--- config.mk ---
export PLATFORM = sky130hd
export DESIGN_NAME = dssoc_top
export DESIGN_NICKNAME = d
export VERILOG_FILES = /design/src/dssoc_pkg.sv /design/src/dssoc_top.sv
export VERILOG_INCLUDE_DIRS = /design/src /design/src/src
export SDC_FILE = /design/constraint.sdc
export NUM_CORES = 1
export LEC_CHECK = 0
export BUFFER_PORTS_ARGS = -buffer_cell sky130_fd_sc_hd__buf_2
export CAP_MARGIN = 20
export CORE_UTILIZATION = 50
export DETAILED_ROUTE_END_ITERATION = 12
export PLACE_DENSITY = 0.8
export SYNTH_ARGS = -nofsm -noshare
export SYNTH_HDL_FRONTEND = slang
export SYNTH_SLANG_ARGS = --single-unit
--- constraint.sdc ---
create_clock -name aclk -period 1.96 [get_ports aclk]
set_input_delay 0.392 -clock aclk [delete_from_list [all_inputs] [get_ports aclk]]
set_output_delay 0.392 -clock aclk [all_outputs]
set_load 0.01 [all_outputs]
--- src/dssoc_regs.svh ---
// register offsets, field positions and reset values of the output control slice
// offsets are word indices: the bus byte address is four times the index
`ifndef DSSOC_REGS_SVH
`define DSSOC_REGS_SVH
`define DSSOC_IDX_PRIO_HI      8'h34
`define DSSOC_IDX_STATE_FLAGS  8'h35
`define DSSOC_IDX_OUT_ENABLES  8'h36
`define DSSOC_IDX_OUT_RUN      8'h37
`define DSSOC_IDX_IRQ_STATUS   8'h40
`define DSSOC_IDX_IRQ_ENABLE   8'h41
`define DSSOC_IDX_IRQ_CLEAR    8'h42
`define DSSOC_RST_PRIO_HI      8'h76
`define DSSOC_RST_STATE_FLAGS  8'h04
`define DSSOC_RST_OUT_ENABLES  8'h8f
`define DSSOC_RST_OUT_RUN      8'h0f
`define DSSOC_RST_IRQ_ENABLE   8'h00
`define DSSOC_BIT_HOLDOVER     0
`define DSSOC_BIT_LOCK         1
`define DSSOC_BIT_REF_FAIL     2
`define DSSOC_BIT_LOOP_CHOICE  6
`define DSSOC_BIT_SYNTH_ON     7
`define DSSOC_RANK_SIX_LO      0
`define DSSOC_RANK_SEVEN_LO    4
`define DSSOC_RESP_OKAY        2'b00
`define DSSOC_RESP_SLVERR      2'b10
`endif

--- src/dssoc_pkg.sv ---
// types shared by the output control slice
package dssoc_pkg;
	typedef logic [7:0] dssoc_byte_t;
	typedef logic [3:0] dssoc_rank_t;
	typedef struct packed {
		logic        aw_full;
		logic [7:0]  aw_idx;
		logic        w_full;
		logic [31:0] w_data;
		logic [3:0]  w_strb;
		logic        b_valid;
		logic [1:0]  b_resp;
		logic        r_valid;
		logic [31:0] r_data;
		logic [1:0]  r_resp;
		logic [7:0]  prio_hi;
		logic [7:0]  enables;
		logic [7:0]  run;
		logic [2:0]  flags;
		logic [2:0]  irq_status;
		logic [2:0]  irq_enable;
	} dssoc_state_t;
endpackage : dssoc_pkg

--- src/dssoc_top.sv ---
// second loop status, rank register and synth_a output control over AXI4-Lite
// How it works
// - bits 7:4 hold input seven rank
// - status bit 0 shows second loop holdover
// - status bit 1 shows second loop locked
// - status bit 2 shows selected reference failure
// - enable bits 0,1 drive or float clocks
// - enable bits 2,3 drive or float pulses
// - enable bit 6 picks first/second loop
// - enable bit 7 switches synthesizer on
// - run bits 0,1 toggle clocks or hold low
// - run bits 2,3 pulse or hold low
// - bits 3:0 hold input six rank
//
// The implementer's own choice: register access over AXI4-Lite.
`timescale 1ns/1ns
`include "dssoc_regs.svh"
module dssoc_top (
	// clock and reset
	input  wire logic        aclk,
	input  wire logic        aresetn,
	// axi4-lite slave
	input  wire logic [9:0]  s_axi_awaddr,
	input  wire logic        s_axi_awvalid,
	output logic             s_axi_awready,
	input  wire logic [31:0] s_axi_wdata,
	input  wire logic [3:0]  s_axi_wstrb,
	input  wire logic        s_axi_wvalid,
	output logic             s_axi_wready,
	output logic [1:0]       s_axi_bresp,
	output logic             s_axi_bvalid,
	input  wire logic        s_axi_bready,
	input  wire logic [9:0]  s_axi_araddr,
	input  wire logic        s_axi_arvalid,
	output logic             s_axi_arready,
	output logic [31:0]      s_axi_rdata,
	output logic [1:0]       s_axi_rresp,
	output logic             s_axi_rvalid,
	input  wire logic        s_axi_rready,
	// second loop state, from the loop engine (other domain)
	input  wire logic        second_loop_holdover,
	input  wire logic        second_loop_locked,
	input  wire logic        second_loop_ref_fail,
	// timing from the two loops (other domain)
	input  wire logic        first_loop_clock,
	input  wire logic        second_loop_clock,
	input  wire logic        first_loop_pulse,
	input  wire logic        second_loop_pulse,
	// rank fields for the reference selector
	output logic [3:0]       input_seven_rank,
	output logic [3:0]       input_six_rank,
	// synthesizer control
	output logic             synth_a_on,
	output logic             synth_a_loop_choice,
	// synth_a pins: [0]=clock zero [1]=clock one [2]=pulse zero [3]=pulse one
	output logic [3:0]       synth_a_pin_o,
	output logic [3:0]       synth_a_pin_oe,
	// interrupt
	output logic             irq
);
	dssoc_pkg::dssoc_state_t s_q;
	dssoc_pkg::dssoc_state_t s_d;
	logic [6:0] sync1_q;
	logic [6:0] sync2_q;
	logic [3:0] pin_q;
	logic [3:0] src;
	logic [2:0] flags_now;
	logic [7:0] rd_byte;
	logic [7:0] rd_idx;
	logic       rd_hit;
	logic       wr_go;
	logic       rd_go;

	// two-stage synchronisers for status and loop timing
	always_ff @(posedge aclk)
	begin
		if (!aresetn)
		begin
			sync1_q <= '0;
			sync2_q <= '0;
		end
		else
		begin
			sync1_q <= {second_loop_pulse, first_loop_pulse,
				second_loop_clock, first_loop_clock,
				second_loop_ref_fail, second_loop_locked,
				second_loop_holdover};
			sync2_q <= sync1_q;
		end
	end

	assign flags_now = sync2_q[2:0];

	// source pick and synthesizer gating
	always_comb
	begin
		src = s_q.enables[`DSSOC_BIT_LOOP_CHOICE] ?
			{sync2_q[6], sync2_q[6], sync2_q[4], sync2_q[4]} :
			{sync2_q[5], sync2_q[5], sync2_q[3], sync2_q[3]};
		src = src & {4{s_q.enables[`DSSOC_BIT_SYNTH_ON]}};
		src = src & s_q.run[3:0];
	end

	// registered pin levels
	always_ff @(posedge aclk)
	begin
		if (!aresetn)
			pin_q <= 4'h0;
		else
			pin_q <= src;
	end

	// pin drive: enable floats regardless of run
	assign synth_a_pin_o  = pin_q;
	assign synth_a_pin_oe = s_q.enables[3:0];

	assign input_seven_rank    = s_q.prio_hi[7:4];
	assign input_six_rank      = s_q.prio_hi[3:0];
	assign synth_a_on          = s_q.enables[`DSSOC_BIT_SYNTH_ON];
	assign synth_a_loop_choice = s_q.enables[`DSSOC_BIT_LOOP_CHOICE];
	assign irq = |(s_q.irq_status & s_q.irq_enable);

	// bus handshakes
	assign s_axi_awready = !s_q.aw_full;
	assign s_axi_wready  = !s_q.w_full;
	assign s_axi_arready = !s_q.r_valid;
	assign s_axi_bvalid  = s_q.b_valid;
	assign s_axi_bresp   = s_q.b_resp;
	assign s_axi_rvalid  = s_q.r_valid;
	assign s_axi_rdata   = s_q.r_data;
	assign s_axi_rresp   = s_q.r_resp;

	assign wr_go = s_q.aw_full && s_q.w_full && !s_q.b_valid;
	assign rd_go = s_axi_arvalid && !s_q.r_valid;

	// word index of the read request; byte lanes below it are ignored
	assign rd_idx = s_axi_araddr[9:2];

	// read decode
	always_comb
	begin
		rd_hit  = 1'b1;
		rd_byte = 8'h00;
		unique case (rd_idx)
			`DSSOC_IDX_PRIO_HI:     rd_byte = s_q.prio_hi;
			`DSSOC_IDX_STATE_FLAGS: rd_byte = {5'b0_0000, s_q.flags};
			`DSSOC_IDX_OUT_ENABLES: rd_byte = s_q.enables;
			`DSSOC_IDX_OUT_RUN:     rd_byte = s_q.run;
			`DSSOC_IDX_IRQ_STATUS:  rd_byte = {5'b0_0000, s_q.irq_status};
			`DSSOC_IDX_IRQ_ENABLE:  rd_byte = {5'b0_0000, s_q.irq_enable};
			`DSSOC_IDX_IRQ_CLEAR:   rd_byte = 8'h00;
			default:                rd_hit  = 1'b0;
		endcase
	end

	// next state
	always_comb
	begin
		s_d = s_q;
		// status flags follow the loop engine
		s_d.flags[`DSSOC_BIT_HOLDOVER] = flags_now[0];
		s_d.flags[`DSSOC_BIT_LOCK]     = flags_now[1];
		s_d.flags[`DSSOC_BIT_REF_FAIL] = flags_now[2];
		if (s_axi_awvalid && !s_q.aw_full)
		begin
			s_d.aw_full = 1'b1;
			s_d.aw_idx  = s_axi_awaddr[9:2];   // word index
		end
		if (s_axi_wvalid && !s_q.w_full)
		begin
			s_d.w_full = 1'b1;
			s_d.w_data = s_axi_wdata;
			s_d.w_strb = s_axi_wstrb;
		end
		if (s_q.b_valid && s_axi_bready)
			s_d.b_valid = 1'b0;
		if (wr_go)
		begin
			s_d.aw_full = 1'b0;
			s_d.w_full  = 1'b0;
			s_d.b_valid = 1'b1;
			s_d.b_resp  = `DSSOC_RESP_OKAY;
			unique case (s_q.aw_idx)
				`DSSOC_IDX_PRIO_HI:
					if (s_q.w_strb[0]) s_d.prio_hi = s_q.w_data[7:0];
				`DSSOC_IDX_OUT_ENABLES:
					if (s_q.w_strb[0]) s_d.enables = s_q.w_data[7:0];
				`DSSOC_IDX_OUT_RUN:
					if (s_q.w_strb[0]) s_d.run = s_q.w_data[7:0];
				`DSSOC_IDX_IRQ_ENABLE:
					if (s_q.w_strb[0]) s_d.irq_enable = s_q.w_data[2:0];
				`DSSOC_IDX_IRQ_CLEAR:
					if (s_q.w_strb[0])
						s_d.irq_status = s_q.irq_status & ~s_q.w_data[2:0];
				`DSSOC_IDX_STATE_FLAGS, `DSSOC_IDX_IRQ_STATUS: ;
				default: s_d.b_resp = `DSSOC_RESP_SLVERR;
			endcase
		end
		// events: rising edge of each flag, set wins over clear
		s_d.irq_status = s_d.irq_status | (flags_now & ~s_q.flags);
		if (s_q.r_valid && s_axi_rready)
			s_d.r_valid = 1'b0;
		if (rd_go)
		begin
			s_d.r_valid = 1'b1;
			s_d.r_data  = {24'h00_0000, rd_byte};
			s_d.r_resp  = rd_hit ? `DSSOC_RESP_OKAY : `DSSOC_RESP_SLVERR;
		end
	end

	// state register
	always_ff @(posedge aclk)
	begin
		if (!aresetn)
		begin
			s_q            <= '0;
			s_q.prio_hi    <= `DSSOC_RST_PRIO_HI;
			s_q.flags      <= 3'(`DSSOC_RST_STATE_FLAGS);
			s_q.enables    <= `DSSOC_RST_OUT_ENABLES;
			s_q.run        <= `DSSOC_RST_OUT_RUN;
			s_q.irq_enable <= 3'(`DSSOC_RST_IRQ_ENABLE);
		end
		else
			s_q <= s_d;
	end

	// committed enable writes reach the pin enables one cycle later
	a_pin_enable: assert property (
		@(posedge aclk) disable iff (!aresetn)
		wr_go && s_q.aw_idx == `DSSOC_IDX_OUT_ENABLES && s_q.w_strb[0]
		|=> synth_a_pin_oe[1:0] == $past(s_q.w_data[1:0]))
		else $error("clock enables differ from written value");

	a_pulse_enable: assert property (
		@(posedge aclk) disable iff (!aresetn)
		wr_go && s_q.aw_idx == `DSSOC_IDX_OUT_ENABLES && s_q.w_strb[0]
		|=> synth_a_pin_oe[3:2] == $past(s_q.w_data[3:2]))
		else $error("pulse enables differ from written value");

	// a cleared run bit holds its output low from the next cycle
	a_clock_stop: assert property (
		@(posedge aclk) disable iff (!aresetn)
		!s_q.run[0] |=> !synth_a_pin_o[0])
		else $error("clock zero runs while stopped");

	a_clock_one_stop: assert property (
		@(posedge aclk) disable iff (!aresetn)
		!s_q.run[1] |=> !synth_a_pin_o[1])
		else $error("clock one runs while stopped");

	a_pulse_stop: assert property (
		@(posedge aclk) disable iff (!aresetn)
		!s_q.run[2] |=> !synth_a_pin_o[2])
		else $error("pulse zero runs while stopped");

	a_pulse_one_stop: assert property (
		@(posedge aclk) disable iff (!aresetn)
		!s_q.run[3] |=> !synth_a_pin_o[3])
		else $error("pulse one runs while stopped");

	// run bits land as written
	a_run_write: assert property (
		@(posedge aclk) disable iff (!aresetn)
		wr_go && s_q.aw_idx == `DSSOC_IDX_OUT_RUN && s_q.w_strb[0]
		|=> s_q.run == $past(s_q.w_data[7:0]))
		else $error("run register differs from written value");

	// synthesizer off silences every pin
	a_synth_off: assert property (
		@(posedge aclk) disable iff (!aresetn)
		!s_q.enables[`DSSOC_BIT_SYNTH_ON] |=> synth_a_pin_o == 4'h0)
		else $error("output active with synthesizer off");

	// the loop choice decides which timing reaches the pins
	a_loop_pick: assert property (
		@(posedge aclk) disable iff (!aresetn)
		s_q.enables[7] && s_q.run[0] && s_q.enables[6]
		|=> synth_a_pin_o[0] == $past(sync2_q[4]))
		else $error("wrong loop drives clock zero");

	a_first_pick: assert property (
		@(posedge aclk) disable iff (!aresetn)
		s_q.enables[7] && s_q.run[0] && !s_q.enables[6]
		|=> synth_a_pin_o[0] == $past(sync2_q[3]))
		else $error("first loop does not drive clock zero");

	a_pulse_pick: assert property (
		@(posedge aclk) disable iff (!aresetn)
		s_q.enables[7] && s_q.run[2] && s_q.enables[6]
		|=> synth_a_pin_o[2] == $past(sync2_q[6]))
		else $error("wrong loop drives pulse zero");

	// status bits follow the synchronised loop state
	a_hold_flag: assert property (
		@(posedge aclk) disable iff (!aresetn)
		sync2_q[0] |=> s_q.flags[0])
		else $error("holdover flag missed");

	a_lock_flag: assert property (
		@(posedge aclk) disable iff (!aresetn)
		sync2_q[1] ##1 sync2_q[1] |-> s_q.flags[1])
		else $error("lock flag missed");

	a_fail_flag: assert property (
		@(posedge aclk) disable iff (!aresetn)
		aresetn && !sync2_q[2] |=> !s_q.flags[2])
		else $error("fail flag stuck");

	a_fail_set: assert property (
		@(posedge aclk) disable iff (!aresetn)
		sync2_q[2] |=> s_q.flags[2])
		else $error("fail flag missed");

	// a rising state sets its sticky event, even against a clear
	a_event_set: assert property (
		@(posedge aclk) disable iff (!aresetn)
		flags_now[0] && !s_q.flags[0] |=> s_q.irq_status[0])
		else $error("holdover event lost");

	// committed rank writes reach the selector outputs
	a_rank_fields: assert property (
		@(posedge aclk) disable iff (!aresetn)
		wr_go && s_q.aw_idx == `DSSOC_IDX_PRIO_HI && s_q.w_strb[0]
		|=> {input_seven_rank, input_six_rank}
			== $past(s_q.w_data[7:0]))
		else $error("rank outputs differ from written value");

	// a floated output stays floated whatever its run bit says
	a_float_wins: assert property (
		@(posedge aclk) disable iff (!aresetn)
		!s_q.enables[1] && s_q.run[1] |-> !synth_a_pin_oe[1])
		else $error("disabled output driven");

	// bus answers follow their requests
	a_resp_follows: assert property (
		@(posedge aclk) disable iff (!aresetn)
		wr_go |=> s_axi_bvalid)
		else $error("write response missing");

	a_read_answer: assert property (
		@(posedge aclk) disable iff (!aresetn)
		s_axi_arvalid && s_axi_arready |=> s_axi_rvalid)
		else $error("read answer missing");

	a_read_err: assert property (
		@(posedge aclk) disable iff (!aresetn)
		s_axi_arvalid && s_axi_arready && !rd_hit
		|=> s_axi_rresp == `DSSOC_RESP_SLVERR && s_axi_rdata == 32'h0000_0000)
		else $error("unmapped read not refused");

	a_read_pad: assert property (
		@(posedge aclk) disable iff (!aresetn)
		s_axi_rvalid |-> s_axi_rdata[31:8] == 24'h00_0000)
		else $error("upper read bits not zero");
endmodule : dssoc_top

==> flow_summary.yaml <==
status:
  outcome: "finished, final reports clean"
placement:
  place_congestion: 0.903
  place_hpwl_um: 5420
  io_buffer_count: 72
worst_setup_path:
  timing.critical_path.slowest_cell_delay_ns: 0.55
  critical_path_sink_type: "flop"
  critical_path.n_buffers_inverters: 1
  worst_path_max_delay_cell: "or4_1"
  worstSetupStartpointType: "flop"
  cp_top_family: "simple AND/OR/NAND/NOR gates"
  critPathKind: "reg -> reg"
  crit_chain: "or2_1 -> or4_1 -> buf_4 -> mux2i_1 -> nor2b_1"
  worstPathMaxFanout: 8
  cp_data_required_time_ns: 2.21
  critical_path_arrival_ns: 2.01
clock_network:
  clock_tree_from_tritoncts: "built"
  post_cts_setup_buffer_count: 0
  postCtsHoldBufs: 0
  clk-insertion-delay-late_ns: 0.35
  clk_pin_slew_ns: 0.08
  clock_tree.root_cell: "clkbuf_8"
  h-tree-depth: 3
  count_of_clock_tree_sinks: 82
  cts_inserted_buffers: 9
  cts_resized: 0
  clk_path_buf_depth: 2
floorplan:
  coreArea_mm2: 0.00725
  die_y_um: 88.4
  die_width_um: 88.4
  start_util_pct: 51.5
  ios: 130
  design.die.area_mm2: 0.00782
  floorplan.rows: 31
sta:
  max_freq_mhz: 568
  final.setup_skew_ns: 0.0127
  timing_worst_slew_pin_value_ns: 0.529
  final.period_utilization_pct: 89.9
  hold_viol_final: 0
  finalHoldWorstSlack_ns: 0.244
  timing.final.max_slew_violations: 0
  setup-tns-final_ns: 0
  slew_headroom_pct: 64.6
  min_period_ns: 1.76
  grt_setup_unrepaired: "false"
  setup_viol_count_final: 0
synthesis:
  count_of_yosys_warnings_during_synthesis: 0
  synth.top_cells.by_area: "dfxtp_1, buf_4, mux2i_1"
  synth.ff_latch_count: 82
  synth_commonest_cells: "dfxtp_1, nand2_1, buf_4, mux2i_1, and2_1"
  synth_area_per_cell_um2: 9.13
  synth_flop_cell: "dfxtp_1"
  post-synth-top-count-cell: "dfxtp_1"
  synth.cell_area_mm2: 0.00373
  yosysUniqueCellTypes: 47
  synth_edf_count: 0
  postSynthCellCount: 409
  yosys.area.top_type_share_pct: 44.0
  seq_area_frac_synth_pct: 44.0
  fraction_of_synthesis_flops_using_an_asynchronous_set_or_reset_pin_pct: 0
  synth_top_cell_by_area: "dfxtp_1"
final_layout:
  num_antenna_cells: 0
  post_route_cells_drive_above_1_share_pct: 22.9
  final_core_util_pct: 57.0
  area.growth.synth_to_final_pct: 10.7
  total_number_of_nets_in_the_final_design: 528
power:
  p_leak_uw: 0.00177
  report.power.total_uw: 3230
  vdd_ir_drop_max_uv: 358
  cellPowerDensity_mw_per_mm2: 783
detailed_routing:
  detail_route.iter0.violations: 102
  drt-pass1-iter-count: 4
  number_of_remaining_drc_errors: 0
  drt-wirelength-per-cell_um: 13.0
  finalWirelength_um: 7320
  ant_nets: 0
  dr_total_vias: 2829
  via_per_inst: 5.03
job:
  cap_violations: 0
grt:
  gr-usage-all-layers_pct: 20.3
  grt_antenna_before_repair: 0
  grt_first_pass_wirelength_um: 12000
  global_route.overflow_total: 0
  via_count_of_the_first_global_routing_pass: 2610
  grt_start_max_net_pins: 27
min_path:
  min_path_type: "in -> reg"
-- metrics by stage --
| stage | instances | instance area (um^2) | setup WS, ns |
|---|---|---|---|
| floorplan | 434 | 3830 | 0.293 |
| global placement | 546 | 3940 | 0.104 |
| detailed placement | 546 | 3940 | 0.101 |
| CTS | 562 | 4130 | 0.192 |
| global route | 562 | 4130 | 0.114 |
| finish | 562 | 4130 | 0.198 |
-- cell type report --
cell class	count	area (um^2)
clock inverter	5	62.6
inverter	5	18.8
clock buffer	11	131
multi-input combinational	278	1720
fill	688	3120
timing repair buffer	82	435
tap	99	124
sequential	82	1640
-- flip-flops by register name, indices dropped and copies added, names as in the netlist --
register	flops
s_q	38
s_axi_bresp	1
s_axi_rvalid	1
synth_a_pin_o	4
synth_a_pin_oe	4
synth_a_on	1
sync2_q	7
s_axi_rresp	1
input_seven_rank	4
s_axi_bvalid	1
input_six_rank	4
s_axi_rdata	8
sync1_q	7
synth_a_loop_choice	1
-- final timing paths --
path,startpoint,end,slack (ns),cells past startpoint
setup / recovery,s_q[115],s_q[21],0.20,5
hold / removal,second_loop_holdover,sync1_q[0],0.24,2
setup reg to reg,s_q[115],s_q[21],0.20,5
hold reg to reg,sync2_q[2],s_q[8],0.43,1
-- cells in the final DEF (no fill, tap or decap), drive strengths merged, types with 2 or more instances in the layout --
| master | count |
|---|---|
| dfxtp | 82 |
| nor2 | 8 |
| nor4b | 3 |
| nor3 | 3 |
| or4b | 2 |
| conb | 26 |
| a31oi | 2 |
| nand2b | 6 |
| nand3 | 14 |
| clkbuf | 11 |
| mux2 | 6 |
| o2bb2ai | 2 |
| nor2b | 25 |
| or2 | 2 |
| nor4 | 6 |
| and3 | 4 |
| o21ai | 22 |
| nand2 | 50 |
| a21oi | 4 |
| inv | 6 |
| and2 | 27 |
| nand4b | 2 |
| a22oi | 6 |
| buf | 82 |
| clkinvlp | 2 |
| o21a | 2 |
| mux2i | 31 |
| a21boi | 12 |
-- cells by family (layout without fill, tap and decap cells) --
kind of cell           Yosys count  after routing  share of synthesized area [%]
muxes                           37             37                           10.1
and+or+nand+nor                155            155                           22.7
DFF                             82             82                           44.0
buffers and inverters           74            103                           12.5
AOI/OAI and AO/OA               60             60                           10.6
other                            1             26                          0.100
-- worst register-to-register path, cell delays in order (launching register included) --
cell and delay (ns):
dfxtp_1 0.31, or2_1 0.33, or4_1 0.55, buf_4 0.20, mux2i_1 0.19, nor2b_1 0.07
-- layer usage --
layer,vias to the layer above,GRT usage [%],share of wire (%),routed length [um]
met4,0,10.6,2.2,164
met2,78,33.1,48,3490
met1,1318,25.5,45,3270
li1,1419,-,-,-
met3,14,3.92,5.3,388
met5,-,0,0,0
-- where the power goes --
part | internal, uW | switching, uW
sequential | 1720 | 42.1
combinational | 118 | 156
clock | 596 | 602
Note: power is estimated with default switching activity, not from simulation.
